===== config.mk =====
export PLATFORM = sky130hd
export DESIGN_NAME = atsm_matrix
export DESIGN_NICKNAME = d
export VERILOG_FILES = /design/src/atsm_pkg.sv /design/src/atsm_matrix.sv
export SDC_FILE = /design/constraint.sdc
export NUM_CORES = 1
export LEC_CHECK = 0
export ABC_AREA = 1
export BUFFER_PORTS_ARGS = -buffer_cell sky130_fd_sc_hd__buf_2
export CAP_MARGIN = 20
export CORE_ASPECT_RATIO = 2
export CORE_MARGIN = 2
export CORE_UTILIZATION = 65
export DETAILED_ROUTE_END_ITERATION = 16
export GPL_TIMING_DRIVEN = 0
export HOLD_SLACK_MARGIN = 0.05
export PLACE_DENSITY = 0.94
export REMOVE_ABC_BUFFERS = 1
export SETUP_SLACK_MARGIN = 0.1
export SLEW_MARGIN = 20
export SYNTH_ARGS = -nofsm -noshare
export SYNTH_HDL_FRONTEND = slang
export SYNTH_SLANG_ARGS = --single-unit

===== constraint.sdc =====
create_clock -name ref_clk_in -period 5.1 [get_ports ref_clk_in]
set_input_delay 0.255 -clock ref_clk_in [delete_from_list [all_inputs] [get_ports ref_clk_in]]
set_output_delay 0.255 -clock ref_clk_in [all_outputs]
set_load 0.02 [all_outputs]

===== src/atsm_pkg.sv =====
// Shared constants and state types of the arc trip scheme matrix
package atsm_pkg;

    // ********************************
    // Timing
    // ********************************
    localparam int CLK_HZ = 40_000_000;
    localparam int BFB_TIME_MS = 150;
    localparam int BFB_CYCLES = BFB_TIME_MS * (CLK_HZ / 1000);
    localparam int HOLD_TIME_MS = 2000;
    localparam int HOLD_CYCLES = HOLD_TIME_MS * (CLK_HZ / 1000);
    localparam int WIN_TIME_MS = 2000;
    localparam int WIN_CYCLES = WIN_TIME_MS * (CLK_HZ / 1000);
    localparam int CNT_W = 27;

    // ********************************
    // Scheme numbers and pin vector layout
    // ********************************
    localparam logic [2:0] SCH_1 = 3'h1;
    localparam logic [2:0] SCH_2 = 3'h2;
    localparam logic [2:0] SCH_3 = 3'h3;
    localparam logic [2:0] SCH_4 = 3'h4;
    localparam int PIN_OC = 15;
    localparam int PIN_EXT = 16;
    localparam int PIN_BTN = 17;
    localparam int PIN_SCH = 18;
    localparam int PIN_LO = 21;
    localparam int PIN_LAT = 22;
    localparam int PIN_W = 23;
    localparam logic [1:0] PRESS_CHECK = 2'h3;

    // ********************************
    // Types
    // ********************************
    typedef enum logic [1:0] {
        BTN_IDLE = 2'b00,
        BTN_DOWN = 2'b01,
        BTN_HELD = 2'b10,
        BTN_WAIT = 2'b11
    } atsm_btn_e;

    typedef struct packed {
        logic [PIN_W-1:0] sync1;
        logic [PIN_W-1:0] sync2;
        logic [3:0] trip;
        logic bo;
        logic fast;
        logic quench;
        logic [CNT_W-1:0] bf_cnt;
        logic bf_hit;
        atsm_btn_e btn;
        logic [CNT_W-1:0] hold_cnt;
        logic [CNT_W-1:0] win_cnt;
        logic [1:0] presses;
        logic setup;
        logic clear;
        logic check;
    } atsm_state_s;

    localparam atsm_state_s ST_RESET = '0;

endpackage : atsm_pkg


===== src/atsm_matrix.sv =====
// Arc trip scheme matrix: sensor to relay mapping, breaker-failure backup, push button decode

// How it works
// - Scheme 1, channels 1-3: relays 1,2 and fast
// - Scheme 1, channels 4-15: all relays, light signal, fast
// - Scheme 1, external light: all relays, fast, quench with overcurrent; no light signal
// - Scheme 1: every light source raises fast output
// - Scheme 1 quench: channels 3-15 and external light
// - Relays need light-only or overcurrent (not scheme 4 external); fast needs it in schemes 1,2 only
// - Quench contributions always need overcurrent
// - Scheme 2 channel 1: relays 1,2, signal, fast
// - Scheme 2 channel 2: relays 1-3, signal, fast
// - Scheme 2 channels 3-13,15: relays 1,3, quench
// - Scheme 2 tie channel 14: relays 1,3,4
// - Scheme 3 channels 11-14: one relay each
// - Schemes 3,4: persisting fault raises light signal
// - Scheme 3 channels 1-10,15: signal and fast only
// - Schemes 3,4 never drive quench control
// - Scheme 4 external input: ungated master trip
// - Scheme 4 maps channels like scheme 3
// - Push button: setup, clear, release, connection check
// - Three weighted switches select the scheme
// - Switch selects light only or light plus overcurrent
// - Backup fires after 150 ms of gated fault
// - Latch switch holds relays and fast until button
module atsm_matrix #(
    parameter int BFB_CYCLES = atsm_pkg::BFB_CYCLES,
    parameter int HOLD_CYCLES = atsm_pkg::HOLD_CYCLES,
    parameter int WIN_CYCLES = atsm_pkg::WIN_CYCLES
) (
    input wire logic ref_clk_in,
    input wire logic rst_n_in,
    input wire logic [14:0] light_sensor_channels_in,
    input wire logic overcurrent_in,
    input wire logic external_light_in,
    input wire logic button_in,
    input wire logic [2:0] scheme_sel_in,
    input wire logic light_only_in,
    input wire logic latch_en_in,
    output logic [3:0] trip_relays_out,
    output logic light_signal_out,
    output logic fast_output_out,
    output logic quench_control_out,
    output logic setup_start_out,
    output logic lamp_clear_out,
    output logic latch_release_out,
    output logic conn_check_out
);

    localparam logic [atsm_pkg::CNT_W-1:0] BFB_LAST = atsm_pkg::CNT_W'(BFB_CYCLES - 1);
    localparam logic [atsm_pkg::CNT_W-1:0] HOLD_LAST = atsm_pkg::CNT_W'(HOLD_CYCLES - 1);
    localparam logic [atsm_pkg::CNT_W-1:0] WIN_LAST = atsm_pkg::CNT_W'(WIN_CYCLES - 1);

    atsm_pkg::atsm_state_s st;
    atsm_pkg::atsm_state_s next_st;
    logic [atsm_pkg::PIN_W-1:0] pins;
    logic [14:0] sens;
    logic oc;
    logic ext;
    logic btn;
    logic [2:0] sc;
    logic gate;
    logic latch;
    logic far_light;
    logic bf_fault;
    logic [3:0] t;
    logic bo;
    logic hf;
    logic aq;

    // ********************************
    // Input decode
    // ********************************
    // All pins pass two flops before use
    assign pins = {latch_en_in, light_only_in, scheme_sel_in, button_in,
                   external_light_in, overcurrent_in, light_sensor_channels_in};
    assign sens = st.sync2[14:0];
    assign oc = st.sync2[atsm_pkg::PIN_OC];
    assign ext = st.sync2[atsm_pkg::PIN_EXT];
    assign btn = st.sync2[atsm_pkg::PIN_BTN];
    assign sc = st.sync2[atsm_pkg::PIN_SCH +: 3];
    assign gate = st.sync2[atsm_pkg::PIN_LO] | oc;
    assign latch = st.sync2[atsm_pkg::PIN_LAT];
    assign far_light = (|sens[9:0]) | sens[14];
    assign bf_fault = (sc == atsm_pkg::SCH_3 || sc == atsm_pkg::SCH_4) && gate && (|sens[13:10]);

    // ********************************
    // Next state
    // ********************************
    always_comb
    begin
        next_st = st;
        next_st.sync1 = pins;
        next_st.sync2 = st.sync1;
        next_st.setup = 1'b0;
        next_st.clear = 1'b0;
        next_st.check = 1'b0;
        t = 4'h0;
        bo = 1'b0;
        hf = 1'b0;
        aq = 1'b0;

        // Scheme matrices
        case (sc)
            atsm_pkg::SCH_1:
            begin
                if (gate && (|sens[2:0]))
                begin
                    t = t | 4'h3;
                    hf = 1'b1;
                end
                if (gate && ((|sens[14:3]) || ext))
                begin
                    t = 4'hF;
                    hf = 1'b1;
                end
                bo = |sens[14:3];
                aq = oc && ((|sens[14:2]) || ext);
            end
            atsm_pkg::SCH_2:
            begin
                if (gate)
                begin
                    if (sens[0])
                        t = t | 4'h3;
                    if (sens[1])
                        t = t | 4'h7;
                    if ((|sens[12:2]) || sens[14] || ext)
                        t = t | 4'h5;
                    if (sens[13])
                        t = t | 4'hD;
                    hf = (|sens) || ext;
                end
                bo = |sens;
                aq = oc && (|sens[14:2]);
            end
            atsm_pkg::SCH_3, atsm_pkg::SCH_4:
            begin
                if (gate)
                    t = sens[13:10];
                if (ext && (gate || sc == atsm_pkg::SCH_4))
                    t = 4'hF;
                hf = far_light || ext;
                bo = far_light || st.bf_hit;
                aq = 1'b0;
            end
            default:
            begin
                t = 4'h0;
            end
        endcase

        // Relays and fast: OR of contributions, held when latching unless released
        next_st.trip = t | ((latch && !st.clear) ? st.trip : 4'h0);
        next_st.fast = hf | (latch && !st.clear && st.fast);
        next_st.bo = bo;
        next_st.quench = aq;

        // Breaker-failure backup timer
        if (!bf_fault)
        begin
            next_st.bf_cnt = '0;
            next_st.bf_hit = 1'b0;
        end
        else if (st.bf_cnt == BFB_LAST)
            next_st.bf_hit = 1'b1;
        else
            next_st.bf_cnt = st.bf_cnt + 1'b1;

        // Push button decode
        if (st.btn != atsm_pkg::BTN_IDLE && st.win_cnt != WIN_LAST)
            next_st.win_cnt = st.win_cnt + 1'b1;
        case (st.btn)
            atsm_pkg::BTN_IDLE:
            begin
                if (btn)
                begin
                    next_st.btn = atsm_pkg::BTN_DOWN;
                    next_st.presses = 2'h1;
                    next_st.win_cnt = '0;
                    next_st.hold_cnt = '0;
                end
            end
            atsm_pkg::BTN_DOWN:
            begin
                if (!btn)
                begin
                    next_st.clear = 1'b1;
                    if (st.presses == atsm_pkg::PRESS_CHECK && st.win_cnt != WIN_LAST)
                    begin
                        next_st.check = 1'b1;
                        next_st.btn = atsm_pkg::BTN_IDLE;
                    end
                    else
                        next_st.btn = atsm_pkg::BTN_WAIT;
                end
                else if (st.hold_cnt == HOLD_LAST)
                begin
                    next_st.setup = 1'b1;
                    next_st.btn = atsm_pkg::BTN_HELD;
                end
                else
                    next_st.hold_cnt = st.hold_cnt + 1'b1;
            end
            atsm_pkg::BTN_HELD:
            begin
                if (!btn)
                    next_st.btn = atsm_pkg::BTN_IDLE;
            end
            atsm_pkg::BTN_WAIT:
            begin
                if (st.win_cnt == WIN_LAST)
                    next_st.btn = atsm_pkg::BTN_IDLE;
                else if (btn)
                begin
                    next_st.btn = atsm_pkg::BTN_DOWN;
                    next_st.hold_cnt = '0;
                    if (st.presses != atsm_pkg::PRESS_CHECK)
                        next_st.presses = st.presses + 1'b1;
                end
            end
            default:
            begin
                next_st.btn = atsm_pkg::BTN_IDLE;
            end
        endcase
    end

    // ********************************
    // State register
    // ********************************
    always_ff @(posedge ref_clk_in)
    begin
        if (!rst_n_in)
            st <= atsm_pkg::ST_RESET;
        else
            st <= next_st;
    end

    // Outputs straight from flops
    assign trip_relays_out = st.trip;
    assign light_signal_out = st.bo;
    assign fast_output_out = st.fast;
    assign quench_control_out = st.quench;
    assign setup_start_out = st.setup;
    assign lamp_clear_out = st.clear;
    assign latch_release_out = st.clear;
    assign conn_check_out = st.check;
endmodule : atsm_matrix


==> results.rst <==
.. list-table::
   :header-rows: 1

   * - Metric
     - Value
   * - Part of the cycle the worst path needs
     - 76.7%
   * - Mean instance size in the synthesized netlist
     - 6.33 sq um
   * - Crit path largest cell delay
     - roughly 1.1 ns
   * - Starting density of the core
     - between 60 and 70%
   * - Count of unique library cells instantiated by Yosys
     - 38
   * - Global Route Usage Sum
     - a little over a third
   * - Max-capacitance violation count
     - 0
   * - Row cnt
     - 55
   * - Floorplan core area
     - ~11,000 sq um
   * - Clock Skew
     - roughly 0.016 ns
   * - TritonCTS clock tree
     - built
   * - Final count of pins violating max slew
     - 0
   * - End of the worst register-to-register path
     - st[73]
   * - Ordered list of cells on the worst path
     - buf_2, clkinv_1, nor2_1, nand3_1, inv_1, o21ai_0, nor2_1
   * - Share of cells above drive strength 1
     - under 10%
   * - Area taken by multi-input logic gates
     - approximately 3700 sq um
   * - Flip-flop and latch count after synthesis
     - between 100 and 150
   * - TNS Setup
     - 0 ns
   * - Area growth from synthesis to layout
     - 13.6%
   * - Most common cell type on the critical path
     - nor2_1
   * - Fill count
     - approximately 830
   * - WL/cell
     - roughly 15 um
   * - Relative slew slack
     - around 28%
   * - Sequential share of the synthesized area
     - between 30% and 40%
   * - Worst Hold Launch
     - latch_en_in
   * - Final Hold Vio Count
     - 0
   * - Arrival time at the worst endpoint
     - about 4.3 ns
   * - Antenna violations before repair
     - 0
   * - Power share of the combinational group
     - approximately 17%
   * - Fmax
     - 256 MHz
   * - Fraction of power consumed by sequential logic
     - ~42%
   * - Vias after detailed routing
     - around 7,700
   * - H-tree levels
     - 4
   * - Cell count after synthesis
     - 1,168
   * - Min Clock Period, post-route
     - 3.91 ns
   * - Final estimated routing congestion in global placement
     - just under 1
   * - Top-level I/O count
     - 36
   * - Synth warn
     - 0
   * - Buffers from clock root to sink, at most
     - 2
   * - Number of global-route vias before repair
     - 7,523
   * - Fin Hold WS
     - 0.0875 ns
   * - Critical path fanouts, max
     - between 50 and 60
   * - Horiz. Die Dim
     - 79.4 um
   * - Setup violation total in the final timing report
     - 0
   * - Count of port buffers added during placement
     - 35
   * - Net Switching
     - roughly 1.1 mW
   * - Reg2Reg Launch Point
     - sc[0]
   * - Number of iterations in the first detailed-routing pass
     - 6
   * - Total routed wirelength
     - between 20 and 25 mm
   * - Drt initial violations
     - around 660
   * - Worst Setup Start Kind
     - input pin
   * - Critical path class
     - input pin to register
   * - Source-to-sink clock delay at the later pin of the worst-skew pair
     - about 0.45 ns
   * - Class of the worst hold path
     - input pin to register
   * - Cells resized by post-CTS repair
     - 0
   * - Number of clock sinks
     - ~140
   * - CP max stage cell
     - clkinv_1
   * - Power density over the cells
     - approximately 370 nW/um^2
   * - HPWL reported at the end of detailed placement
     - roughly 12 mm
   * - Number of nets in the final layout
     - 1,245
   * - Cell Area, Synth
     - 7390 sq um
   * - IR Drop Worst-Case VDD
     - roughly 0.4 mV
   * - Data required time of the worst path
     - about 5.5 ns
   * - Die Area
     - around 12,000 sq um
   * - Worst Max-Slew Pin Slew
     - 1.07 ns
   * - End point of the most critical hold path
     - next_st[118]
   * - Register-to-Register Path Depth
     - 8
   * - Hold Crit Depth
     - 3
   * - Internal reg-to-reg setup slack
     - between 2 and 2.5 ns
   * - # DRC
     - 0
   * - Switching portion of total power
     - 34.6%
   * - Share of total power in the clock network
     - 41.1%
   * - WP buf/inv
     - 3
   * - Sequential standard cell area
     - 2840 sq um
   * - Int Pwr
     - ~2 mW
   * - Most common cell after layout, fill and taps aside
     - nand2_1
   * - Leak Pwr
     - approximately 3.5 nW
   * - Setup repair after global routing missed its margin
     - no
   * - Wire length of the first global-routing pass
     - 33.9 mm
   * - Inserted Diodes
     - 0
   * - Kind of end point of the critical path
     - register
   * - Gr ovfl total
     - 0
   * - Most frequent cells in the layout
     - nand2_1, nor2_1, inv_1
   * - Number of vias per cell
     - 5.59
   * - Root Buffer Master
     - clkbuf_16
   * - Clock transition at the registers of the reported paths
     - 0.07 ns
   * - TritonCTS Buffers
     - 17
   * - Die height
     - 155 um
   * - Largest net degree at the start of global routing
     - 57
   * - Remaining number of nets flagged by the antenna check after routing
     - 0
   * - Result of the run
     - finished clean
   * - Family with the most delay on the worst path
     - buffers and inverters
-- synthesized netlist by cell type (all sizes together) --
cell | count | area (sq um)
nand2 | 362 | 1370
nor2 | 199 | 792
inv | 172 | 646
dfxtp | 142 | 2840
nand3 | 66 | 348
a21oi | 60 | 308
nor3 | 41 | 205
o21ai | 22 | 110
xor2 | 18 | 158
nand4 | 17 | 106
clkbuf | 15 | 56.3
buf | 13 | 121
xnor2 | 13 | 114
a211oi | 4 | 30.0
ha | 4 | 50.1
nor4 | 4 | 25.0
a31oi | 3 | 18.8
nor3b | 3 | 22.5
o211ai | 2 | 15.0
or2 | 2 | 12.5
a22oi | 1 | 7.51
and3 | 1 | 6.26
clkinv | 1 | 3.75
o211a | 1 | 10.0
o21a | 1 | 7.51
o22ai | 1 | 6.26
-- registers in the layout, indices dropped and copies added (netlist names) --
signal	flops
ext	1
fast_output_out	1
quench_control_out	1
conn_check_out	1
trip_relays_out	4
light_signal_out	1
latch	1
next_st	23
setup_start_out	1
st	87
sens	15
oc	1
sc	3
btn	1
lamp_clear_out	1
-- per-stage QoR --
step                      std cells  utilization [%]  total power, mW  area, sq um  setup WS (ns)
after global routing           1371             74.9             3.22         8400          0.967
final                          1371             74.9             3.10         8400           1.19
after floorplan                1140                -             1.66         7220           3.15
after global placement         1317             67.5             1.79         7570           1.08
after detailed placement       1317             67.5             1.80         7570           1.04
after CTS                      1371             74.9             3.07         8400           1.46
-- layer usage --
metal	vias up	routed length [um]	global-route usage (%)
met3	125	1220	7.18
met5	-	0	0
li1	3711	-	-
met2	362	11000	63.4
met4	0	1510	25.6
met1	3468	7350	35.0
-- worst max path at each step --
stage,start,to,slack [ns],cells after the start
floorplan,rst_n_in,st[74],3.15,6
finish,rst_n_in,st[73],1.19,7
global route,rst_n_in,st[73],0.97,7
CTS,rst_n_in,st[63],1.46,7
detailed placement,rst_n_in,st[74],1.04,7
global placement,rst_n_in,st[74],1.08,7
-- final cells by class --
type | instances | area share [%]
sequential | 142 | 33.8
inverter | 173 | 7.73
clock buffer | 17 | 5.06
clock inverter | 15 | 2.22
timing repair buffer | 57 | 4.71
tap | 142 | 2.11
multi-input combinational | 825 | 44.3
-- power groups by stage --
stage                     logic, mW  clock network, mW  registers [mW]
after detailed placement      0.503                  0            1.30
after global placement        0.487                  0            1.30
after CTS                     0.524               1.27            1.28
after floorplan               0.376                  0            1.29
after global routing          0.609               1.31            1.30
final                         0.540               1.27            1.28
-- timing repair --
| action | 4_1_cts | 5_1_grt |
|---|---|---|
| setup endpoints to repair | 0 | 0 |
| hold endpoints to repair | 22 | 0 |
| setup buffers | 0 | 0 |
| hold buffers | 22 | 0 |
-- kinds of logic (layout without fill, tap and decap cells) --
family / count (synthesis) / after routing / share of synthesized area [%]
AOI/OAI and AO/OA: 95 / 95 / 6.94
xor gates and xnor gates: 31 / 31 / 3.67
adders and majority gates: 4 / 4 / 0.677
buffers and inverters: 201 / 262 / 11.2
DFF: 142 / 142 / 38.4
and+or+nand+nor: 695 / 695 / 39.1
-- worst min-delay path, cell delays in order --
cell and delay (ns):
buf_2 0.09, nand2_1 0.07, inv_1 0.07
Power figures use the tool's default switching activity.
